### src/rtl/time_sync_pkg.sv
// Purpose: shared constants and types for the time synchronisation source selector
// Assumes: 125 MHz clock, time held as seconds since an epoch
// Notes:   mode codes follow the selectable mode numbering 1..14
package time_sync_pkg;

    localparam int          ClockHz      = 125_000_000;
    localparam int          ModeCount    = 14;
    localparam logic [3:0]  ModeInternal = 4'h1;
    localparam logic [3:0]  ModePulse    = 4'h6;
    localparam logic [3:0]  ModeMasterLo = 4'h8;
    localparam logic [3:0]  ModeMasterHi = 4'he;
    localparam logic [3:0]  ModeIrig     = 4'h3;
    localparam logic [3:0]  ModeDcf      = 4'h4;
    localparam int          SwitchTimeMs = 1000;
    localparam int          SwitchCycles = ClockHz / 1000 * SwitchTimeMs;
    localparam int          OffsetLimit  = 1439;
    localparam int          MinTolMin    = 2;
    localparam logic [31:0] SecPerMin    = 32'h0000_003c;
    localparam logic [5:0]  HalfMinute   = 6'h1e;

    typedef logic [31:0] seconds_t;

    typedef struct packed {
        logic     valid;
        seconds_t secs;
    } time_word_t;

    typedef struct packed {
        logic     jumpStart;
        logic     jumpEnd;
        seconds_t stamp;
    } jump_event_t;

    typedef enum logic [1:0] {
        SyncLost  = 2'b00,
        SyncWait  = 2'b01,
        SyncGood  = 2'b11
    } sync_state_t;

endpackage

### src/rtl/time_sync_source_selector.sv
// Purpose: internal time-of-day counter disciplined from one selected source
// Assumes: source decoders deliver whole decoded times as one-cycle valid words
// Notes:   time is a seconds counter; calendar split is done outside this block
//
// Functional notes
// RULE1 - fourteen modes: seven single sources, each with a timing-master variant
// RULE2 - battery RTC loads the internal clock first at power-up or power failure
// RULE3 - internal mode runs from the RTC only; RTC accepts a manual write
// RULE4 - external mode accepts only its source; otherwise clock free-runs
// RULE5 - radio time only applied once fully decoded
// RULE6 - IRIG B year comes from the manually written year setting
// RULE7 - minute pulse rounds seconds to whole minute, above 30 goes forward
// RULE8 - every minute-pulse edge applied directly, no filtering
// RULE9 - modes 8 to 14 follow master, local source only while master absent; mode 13 never applies the minute pulse, only the master
// RULE10 - signed offset in minutes, limited to plus or minus 1439
// RULE11 - fault alarm once synchronisation absent longer than tolerance
// RULE12 - configuring party sets tolerance to two minutes or more
// RULE13 - mode change switches within one second and counts as sync loss
// RULE14 - offset or year change reports jump start then jump end
// RULE15 - outage beyond tolerance raises jump start, resync raises jump end
// RULE16 - free-running seconds counter, atomic overwrite, tolerance restarts
module time_sync_source_selector (
    // clock and reset
    input  wire logic                        clock,
    input  wire logic                        rst_n,
    input  wire logic                        clockEnable,
    // configuration
    input  wire logic [3:0]                  syncMode,
    input  wire logic signed [11:0]          offsetMin,
    input  wire logic [31:0]                 yearBaseSecs,
    input  wire logic [15:0]                 toleranceSec,
    input  wire logic                        powerGood,
    // battery rtc
    input  wire time_sync_pkg::time_word_t   rtcTime,
    input  wire time_sync_pkg::time_word_t   manualTime,
    // external sources, indexed by mode 2..7
    input  wire time_sync_pkg::time_word_t   srcTime [2:7],
    input  wire logic                        minutePulse,
    input  wire time_sync_pkg::time_word_t   masterTime,
    // outputs
    output time_sync_pkg::seconds_t          systemTime,
    output time_sync_pkg::time_word_t        rtcWrite,
    output logic                             syncFault,
    output logic                             synced,
    output time_sync_pkg::jump_event_t       jumpEvent
);

    localparam int PrescaleMax = time_sync_pkg::ClockHz - 1;

    logic [26:0]                 prescale;
    logic                        secTick;
    logic [1:0]                  pulseSync;
    logic                        pulseLast;
    logic [3:0]                  modeSeen;
    logic [26:0]                 switchCount;
    logic                        switching;
    logic                        modeKnown;
    logic [15:0]                 silentSec;
    logic                        powerLast;
    logic signed [11:0]          offsetSeen;
    logic [31:0]                 yearSeen;
    logic                        jumpPending;
    time_sync_pkg::seconds_t     jumpNewTime;
    time_sync_pkg::sync_state_t  syncState;
    time_sync_pkg::time_word_t   localWord;
    time_sync_pkg::time_word_t   next_update;
    logic                        pulseEdge;
    logic                        cfgChange;

    // clamp and apply the signed minute offset
    function automatic time_sync_pkg::seconds_t withOffset(input time_sync_pkg::seconds_t t,
                                                          input logic signed [11:0] m);
        logic signed [11:0] c;
        c = m;
        if (m > 12'(time_sync_pkg::OffsetLimit)) c = 12'(time_sync_pkg::OffsetLimit);
        if (m < -12'(time_sync_pkg::OffsetLimit)) c = -12'(time_sync_pkg::OffsetLimit);
        return t + 32'(signed'(c) * signed'(time_sync_pkg::SecPerMin));
    endfunction

    function automatic logic isRadio(input logic [3:0] m);
        return m == time_sync_pkg::ModeDcf || m == time_sync_pkg::ModeIrig;
    endfunction

    assign pulseEdge = pulseSync[1] & ~pulseLast;
    assign cfgChange = (offsetMin != offsetSeen) || (yearBaseSecs != yearSeen);

    // choose the single accepted source for this cycle
    always_comb begin
        logic [3:0] local_m;
        local_m = (syncMode >= time_sync_pkg::ModeMasterLo) ? 4'(syncMode - 4'h7) : syncMode;
        localWord = '{valid: 1'b0, secs: '0};
        if (local_m == time_sync_pkg::ModeInternal) begin
            localWord = rtcTime; // RULE3
        end else if (local_m >= 4'h2 && local_m <= 4'h7 && local_m != time_sync_pkg::ModePulse)
        begin
            localWord = srcTime[local_m]; // RULE4 RULE5
            if (local_m == time_sync_pkg::ModeIrig)
                localWord.secs = srcTime[local_m].secs + yearBaseSecs; // RULE6
            if (isRadio(local_m))
                localWord.secs = withOffset(localWord.secs, offsetMin); // RULE10
        end
        next_update = localWord;
        if (syncMode >= time_sync_pkg::ModeMasterLo && syncMode <= time_sync_pkg::ModeMasterHi
            && masterTime.valid)
            next_update = masterTime; // RULE9
        if (syncMode == 4'h0 || syncMode > time_sync_pkg::ModeMasterHi || switching)
            next_update.valid = 1'b0; // RULE1 RULE13
    end

    // one second prescaler
    always_ff @(posedge clock or negedge rst_n) begin
        if (!rst_n) begin
            prescale <= '0;
            secTick  <= 1'b0;
        end else if (clockEnable) begin
            secTick  <= (prescale == 27'(PrescaleMax));
            prescale <= (prescale == 27'(PrescaleMax)) ? '0 : prescale + 27'h1;
        end
    end

    // minute pulse synchroniser, no filter by design
    always_ff @(posedge clock or negedge rst_n) begin
        if (!rst_n) begin
            pulseSync <= 2'h0;
            pulseLast <= 1'b0;
        end else if (clockEnable) begin
            pulseSync <= {pulseSync[0], minutePulse};
            pulseLast <= pulseSync[1];
        end
    end

    // mode change holdoff; a change is treated like start-up
    always_ff @(posedge clock or negedge rst_n) begin
        if (!rst_n) begin
            modeSeen    <= time_sync_pkg::ModeInternal;
            modeKnown   <= 1'b0;
            switchCount <= '0;
            switching   <= 1'b0;
        end else if (clockEnable) begin
            modeSeen  <= syncMode;
            modeKnown <= 1'b1;
            // the mode present at reset release is the start-up mode, not a change
            if (modeKnown && syncMode != modeSeen) begin
                switching   <= 1'b1; // RULE13
                switchCount <= 27'(time_sync_pkg::SwitchCycles - 1);
            end else if (switching) begin
                switchCount <= switchCount - 27'h1;
                switching   <= (switchCount != 27'h0);
            end
        end
    end

    // the time counter itself
    always_ff @(posedge clock or negedge rst_n) begin
        if (!rst_n) begin
            systemTime <= '0;
            powerLast  <= 1'b0;
        end else if (clockEnable) begin
            powerLast <= powerGood;
            if ((powerGood && !powerLast) || (!powerGood && rtcTime.valid)) begin
                systemTime <= rtcTime.secs; // RULE2
            end else if (syncMode == time_sync_pkg::ModePulse && pulseEdge) begin
                // RULE7 RULE8
                if (6'(systemTime % time_sync_pkg::SecPerMin) > time_sync_pkg::HalfMinute)
                    systemTime <= systemTime - (systemTime % time_sync_pkg::SecPerMin)
                                  + time_sync_pkg::SecPerMin;
                else
                    systemTime <= systemTime - (systemTime % time_sync_pkg::SecPerMin);
            end else if (next_update.valid) begin
                systemTime <= next_update.secs; // RULE16
            end else if (secTick) begin
                systemTime <= systemTime + 32'h1; // RULE4
            end
        end
    end

    // manual writes go into the battery rtc
    always_ff @(posedge clock or negedge rst_n) begin
        if (!rst_n) begin
            rtcWrite <= '0;
        end else if (clockEnable) begin
            rtcWrite <= manualTime; // RULE3
        end
    end

    // tolerance supervision; caller keeps tolerance at least two minutes
    always_ff @(posedge clock or negedge rst_n) begin
        if (!rst_n) begin
            silentSec <= '0;
            syncState <= time_sync_pkg::SyncLost;
            syncFault <= 1'b0;
        end else if (clockEnable) begin
            if (switching) begin
                syncState <= time_sync_pkg::SyncLost; // RULE13
                silentSec <= '0;
            end else if (next_update.valid ||
                         (syncMode == time_sync_pkg::ModePulse && pulseEdge)) begin
                silentSec <= '0; // RULE16
                syncFault <= 1'b0;
                syncState <= time_sync_pkg::SyncGood;
            end else if (secTick) begin
                if (silentSec != 16'hffff)
                    silentSec <= silentSec + 16'h1;
                if (silentSec >= toleranceSec) begin
                    syncFault <= 1'b1; // RULE11 RULE12
                    syncState <= time_sync_pkg::SyncLost;
                end else if (syncState == time_sync_pkg::SyncLost) begin
                    syncState <= time_sync_pkg::SyncWait;
                end
            end
        end
    end

    assign synced = (syncState == time_sync_pkg::SyncGood);

    // jump reporting: start stamped old, end stamped new
    always_ff @(posedge clock or negedge rst_n) begin
        if (!rst_n) begin
            jumpEvent   <= '0;
            offsetSeen  <= '0;
            yearSeen    <= '0;
            jumpPending <= 1'b0;
            jumpNewTime <= '0;
        end else if (clockEnable) begin
            jumpEvent.jumpStart <= 1'b0;
            jumpEvent.jumpEnd   <= 1'b0;
            offsetSeen <= offsetMin;
            yearSeen   <= yearBaseSecs;
            if (jumpPending && next_update.valid) begin
                jumpEvent.jumpEnd <= 1'b1; // RULE14 RULE15
                jumpEvent.stamp   <= next_update.secs;
                jumpPending       <= 1'b0;
            end else if ((cfgChange && synced) || (secTick && !syncFault &&
                         silentSec >= toleranceSec && !switching) || (switching &&
                         !jumpPending)) begin
                jumpEvent.jumpStart <= 1'b1; // RULE14 RULE15
                jumpEvent.stamp     <= systemTime;
                jumpPending         <= 1'b1;
            end
        end
    end

endmodule

### config.mk
export PLATFORM = sky130hd
export DESIGN_NAME = time_sync_source_selector
export DESIGN_NICKNAME = d
export VERILOG_FILES = /design/src/rtl/time_sync_pkg.sv /design/src/rtl/time_sync_source_selector.sv
export SDC_FILE = /design/constraint.sdc
export NUM_CORES = 1
export LEC_CHECK = 0
export BUFFER_PORTS_ARGS = -buffer_cell sky130_fd_sc_hd__buf_2
export CELL_PAD_IN_SITES_DETAIL_PLACEMENT = 1
export CELL_PAD_IN_SITES_GLOBAL_PLACEMENT = 1
export CORE_AREA = 2 2 245 247
export CTS_BUF_LIST = sky130_fd_sc_hd__clkbuf_4
export DETAILED_ROUTE_END_ITERATION = 10
export DIE_AREA = 0 0 247 249
export GPL_TIMING_DRIVEN = 0
export PLACE_DENSITY = 0.88
export SLEW_MARGIN = 25
export SYNTH_ARGS = -nofsm -noshare
export SYNTH_HDL_FRONTEND = slang
export SYNTH_SLANG_ARGS = --single-unit
### constraint.sdc
create_clock -name clock -period 18.6 [get_ports clock]
set_input_delay 3.72 -clock clock [delete_from_list [all_inputs] [get_ports clock]]
set_output_delay 3.72 -clock clock [all_outputs]
set_load 0.05 [all_outputs]
[After elaboration in Yosys (flattened, before gate mapping)]
Cells that the tools add are included.
Cells by class
  multiply operators: 1
  reductions and logical operators: 44
  muxes and demuxes: 46
  div/mod/pow operators: 1
  equality and inequality tests: 11
  bitwise logic cells: 4
  order comparisons: 10
  add/subtract/negate cells: 9
Operators with widths (number)
  32-bit two-way mux: 11
  33-bit two-way mux: 5
  33-bit binary-select mux with 3-bit select: 1
  27-bit two-way mux: 3
  32-bit adder: 2
  16-bit two-way mux: 4
  12-bit two-way mux: 5
  32-bit by 1-bit adder with 32-bit output (second input constant): 1
  32-bit by 6-bit adder with 32-bit output (second input constant): 1
  32-bit by 6-bit modulo with 32-bit output (second input constant): 1
  32-bit inequality test: 1
  32-bit subtractor: 1
  27-bit by 1-bit adder with 27-bit output (second input constant): 1
  27-bit == test (second input constant): 1
  27-bit nonzero test: 1
  27-bit by 1-bit subtractor with 27-bit output (second input constant): 1
  12-bit by 5-bit multiplier with 17-bit output (second input constant): 1
  16-bit by 1-bit adder with 16-bit output (second input constant): 1
  16-bit >= comparator: 1
  16-bit inequality test (second input constant): 1
  1-bit logical AND: 14
  12-bit greater-than comparator (second input constant): 1
  12-bit < comparator (second input constant): 1
  12-bit inequality test: 1
  other kinds (30): 65
Storage, ports and cells
  word-level logic and storage cells: 147
  bits in registers: 228
  input bits: 366

[Longest topological paths before layout]
  word-level depth: 19
  gate-level depth with buffers: 92
  depth with buffers taken out: 83

[Least setup slack after synthesis]
Ideal clock, no wire load.
  kind: register to register
  from: register systemTime[29]
  to: register systemTime[30]
  slack: 1.424 ns
  data arrival time: 17.061 ns
  setup time: 0.116 ns
  required time: 18.484 ns
  stages on the path, launching flop included: 88
  period minus slack after synthesis: 17.176 ns
  cell sequence: dfrtp_1 > buf_6 > and2_4 > buf_6 > a32o_1 > nor2_1 > or4_4 > o211ai_4 > nand3_2 > a2111oi_0 > nor3_2 > a21o_2 > o211ai_1 > nand4_2 > a311oi_1 > o221a_2 > mux2_4 > o2111ai_2 > [... 52 more ...] > and2_1 > o21a_1 > o21a_1 > o21ai_0 > nand2b_1 > inv_1 > nor2_1 > o21a_1 > o21a_1 > o21ai_0 > nand2b_1 > and2_1 > o21ai_0 > inv_1 > nor4b_1 > mux2_2 > a222oi_1 > o311ai_0
Between the ends
  longest elaborated chain between the ends: 6
  elaborated cells between the ends (all ways): 10
  those cells by class: add/sub (3); div (1); order compare (1); mux (5)
Ends and longest elaborated chain
  start: declaration: line time_sync_source_selector.sv:41  | output time_sync_pkg::seconds_t systemTime,
  start signal: assignment: line time_sync_source_selector.sv:161  | systemTime <= rtcTime.secs;
  start signal: assignment: line time_sync_source_selector.sv:165  | systemTime <= systemTime - (systemTime % time_sync_pkg::SecPerMin)
  start signal: assignment: line time_sync_source_selector.sv:168  | systemTime <= systemTime - (systemTime % time_sync_pkg::SecPerMin);
  32-bit by 6-bit modulo with 32-bit output: line time_sync_source_selector.sv:164, time_sync_source_selector.sv:165, time_sync_source_selector.sv:168
  32-bit subtractor: line time_sync_source_selector.sv:165, time_sync_source_selector.sv:168
  32-bit by 6-bit adder with 32-bit output: line time_sync_source_selector.sv:166  | + time_sync_pkg::SecPerMin;
  32-bit two-way mux: line time_sync_source_selector.sv:164  | if (6'(systemTime % time_sync_pkg::SecPerMin) > time_sync_pkg::HalfMinute)
  32-bit two-way mux (*): line time_sync_source_selector.sv:162  | end else if (syncMode == time_sync_pkg::ModePulse && pulseEdge) begin
  32-bit two-way mux (*): line time_sync_source_selector.sv:160  | if ((powerGood && !powerLast) || (!powerGood && rtcTime.valid)) begin
Mark *: on every way between the ends. The rest lies on a longest branch, timed or not. The select of a mux whose other input is x is not followed.
A chain may end at the register's enable or synchronous reset.

[Worst setup path in the final report]
  from: register systemTime[26]
  to: register systemTime[30]
The elaborated chain is that of the path after synthesis.

==> results.md <==
- Core ar.: 58,700 um2
- Fraction of registers with async set/reset: 1.00
- Via density: 6.15
- Routed Antenna Nets: 0
- Clock sinks: 228
- Multiplexer area fraction after synthesis: 0.0673
- Reg clk slew, reported paths: 70 ps
- Hold Buf Count CTS: 0
- Largest net degree at the start of global routing: 85
- CP arrival: 19,200 ps
- Share of layout cells above drive strength 1: 0.271
- I/O Pins: 467
- Flop and latch count out of synthesis: 228
- Hold slack: 477 ps
- Adder-Cell Fraction of Synth Area: 0.0904
- Number of flops mapped to enable cells by yosys: 0
- DR iter-0 viols: 2,243
- Worst path slowest cell: or4b_4
- Critical path class: reg2reg
- Mapped Area: 25,000 um2
- Fin crit share: 0.997
- Syn Area/Cell: 7.90 um2
- Min-delay worst type: reg2reg
- Dpl hpwl: 88,900 um
- Synth Area in Compound Gates: 0.258
- Via count: 28,500
- Period minus WS final: 18,550 ps
- Die Y: 249 um
- Mapped Cells: 3,163
- Vias in the first global route: 28,600
- NumNets Final: 4,330
- Post-synthesis sequential area ratio: 0.228
- Global-route usage over all layers: 0.351
- Layout area overhead: 24.5%
- H-tree Lvls: 3
- CP endpoint kind: flop
- Fin. Hold Viols: 0
- Max Clk Rate: 53.9 MHz
- Post-DR wirelength/cell: 25.2 um
- Synth Flop Type: dfrtp_1
- Final WL: 117,000 um
- Root Driver: clkbuf_4
- Std cell rows: 89
- Port Buffers: 463
- Largest family of logic cells by synthesized area: compound AO/OA/AOI/OAI gates
- Ys Warns: 0
- Slew headroom: 0.225
- Initial antenna violation count: 15
- Required @ worst endpoint: 19,250 ps
- Synth Area in Simple Gates: 0.200
- Status: completed
- Drc violations: 0
- Congestion Overflow GR: 0
- Max clock buf depth: 3
- Starting Density: 0.426
- Max cap viols: 0
- CTS buffer count: 69
- Max incr delay on CP: 600 ps
- Slew @ Worst Pin: 1160 ps
- Maximum fanout along the worst path: 10
- Critical path launch point type: flop
- Buffers plus inverters on the worst setup path: 9
- Die area: 61,500 um2
- Post-Synth XOR/XNOR Area: 0.0944
- 1st-pass router iterations: 6
- CTS tree: done
- Fin Clk Skew: 80.8 ps
- GP Congestion: 1.01
- First-pass GRT wire length: 166,000 um
- Die X: 247 um
- CP top delay family: compound AO/OA/AOI/OAI gates
- Final setup violation count: 0
- Distinct cells, synth: 134
- Clock latency on the worst-skew pair: 850 ps
- Fin. max-slew vios: 0
==> through the flow <==
step                      instances  utilization  worst slack [ps]  setup TNS, ps  instance area (um2)
after global routing           4626        0.530              -699          -2990                31100
after floorplan                3187            -              1420              0                25100
after CTS                      4551        0.504              1.22              0                29600
final                          4630        0.530              48.8              0                31100
after global placement         4423        0.483              -346           -520                28400
after detailed placement       4427        0.485              -705          -1630                28500
==> per-layer routing <==
layer  share of wire  track usage  vias to the layer above
li1                -            -                    12700
met1            0.37        0.412                    13900
met2            0.47        0.582                     1443
met3           0.088       0.0835                      440
met4           0.069        0.203                        8
met5         0.00044            0                        -
==> sequential cells by signal, summed over array words and instances, names as in the netlist, 4 cells and up <==
name and flops:
jumpEvent 34, modeSeen 4, offsetSeen 12, prescale 27
rtcWrite 33, silentSec 16, switchCount 27, systemTime 32
yearSeen 32
==> layout by cell type (no fill, tap or decap), types with 16 or more instances in the layout <==
cell type	Yosys	routed
nand3_1	76	70
o211ai_1	34	34
or3_1	21	18
and3_1	32	28
buf_2	13	470
nor4_1	33	30
xor2_1	113	112
nand4_1	30	30
fa_1	21	21
buf_6	10	18
o21ai_1	23	33
a21o_1	34	31
clkbuf_4	4	98
conb_1	1	25
mux2_2	95	93
nor3_1	54	45
dfrtp_1	227	223
a31oi_1	34	29
o21ai_0	196	174
nand2b_1	28	25
and2_1	32	28
inv_1	194	193
o31ai_1	23	19
buf_4	15	84
ha_1	145	145
clkinv_1	3	16
o21a_1	22	21
o21bai_1	38	37
a22oi_1	42	41
clkbuf_1	109	107
o221ai_1	20	16
a21oi_1	255	236
nand2_1	350	344
mux4_2	18	18
xnor2_1	150	149
nor2_1	288	277
a221oi_1	38	38
nor2b_1	23	23
==> cell usage after synthesis, drive strengths merged (18+ instances only) <==
cell type / instances / area, um2
a211oi: 26 / 218
xor2: 113 / 990
fa: 21 / 420
a21oi: 262 / 1350
nand2b: 29 / 189
a21o: 36 / 279
mux2: 98 / 1110
o21a: 22 / 165
inv: 196 / 736
nand2: 351 / 1320
ha: 145 / 1810
o21bai: 39 / 297
dfrtp: 227 / 5680
nor3: 55 / 280
nor2b: 23 / 144
nor4: 35 / 231
nor2: 289 / 1090
nand3: 79 / 410
o31ai: 25 / 198
a221oi: 39 / 348
and3: 33 / 211
a31oi: 35 / 225
buf: 52 / 343
a22oi: 42 / 315
o21ai: 225 / 1150
o211ai: 38 / 323
mux4: 18 / 405
xnor2: 152 / 1350
clkbuf: 113 / 439
or3: 21 / 131
o221ai: 22 / 205
and2: 37 / 238
nand4: 32 / 221
==> worst reg2reg max path, delay by kind of cell, from the launching register on <==
family | cells | cell delay, ps
compound gates | 40 | 8640
xor+xnor | 2 | 420
fa+ha+maj | 2 | 630
buf+inv | 9 | 1390
flops | 1 | 480
mux | 3 | 880
simple gates | 29 | 5940
==> area by class of cell <==
class                      instances  area [um2]
timing repair buffer             540        2970
multi-input combinational       2595       19000
antenna                           13        32.5
sequential                       228        5710
tap                              773         967
inverter                         199         747
fill                            7340       27600
clock inverter                    25         165
clock buffer                      92         691
buffer                           165         823
==> cell families (layout without fill, tap and decap cells) <==
logic type,count (synthesis),after routing
XOR/XNOR,266,266
multiplexers,132,133
AND/OR/NAND/NOR,1050,1050
AO/OA/AOI/OAI,953,953
buffers and inverters,365,1021
other,1,38
flip-flops,228,228
adder cells (fa/ha/maj),168,168
==> repair_timing <==
item / CTS / global route
gates resized for setup: 37 / 225
pin swaps: 7 / 94
setup buffers: 7 / 65
endpoints found under the setup margin: 4 / 9
cloned: 0 / 2
==> final timing paths <==
| check | startpoint | endpoint | slack [ps] | cells after the start |
|---|---|---|---|---|
| worst min-delay path | jumpEvent[32] | jumpEvent[32] | 480 | 1 |
| worst max register to register | systemTime[26] | systemTime[30] | 50 | 85 |
| worst min register to register | jumpEvent[32] | jumpEvent[32] | 480 | 1 |
| min in group asynchronous | rst_n | jumpEvent[6] | 2740 | 1 |
| worst max-delay path | systemTime[26] | systemTime[30] | 50 | 85 |
| max in group asynchronous | rst_n | modeSeen[0] | 14810 | 3 |
Power is left out: the tool's default activity adds up to more than one toggle a clock period on the data nets, which glitch-free logic cannot reach.
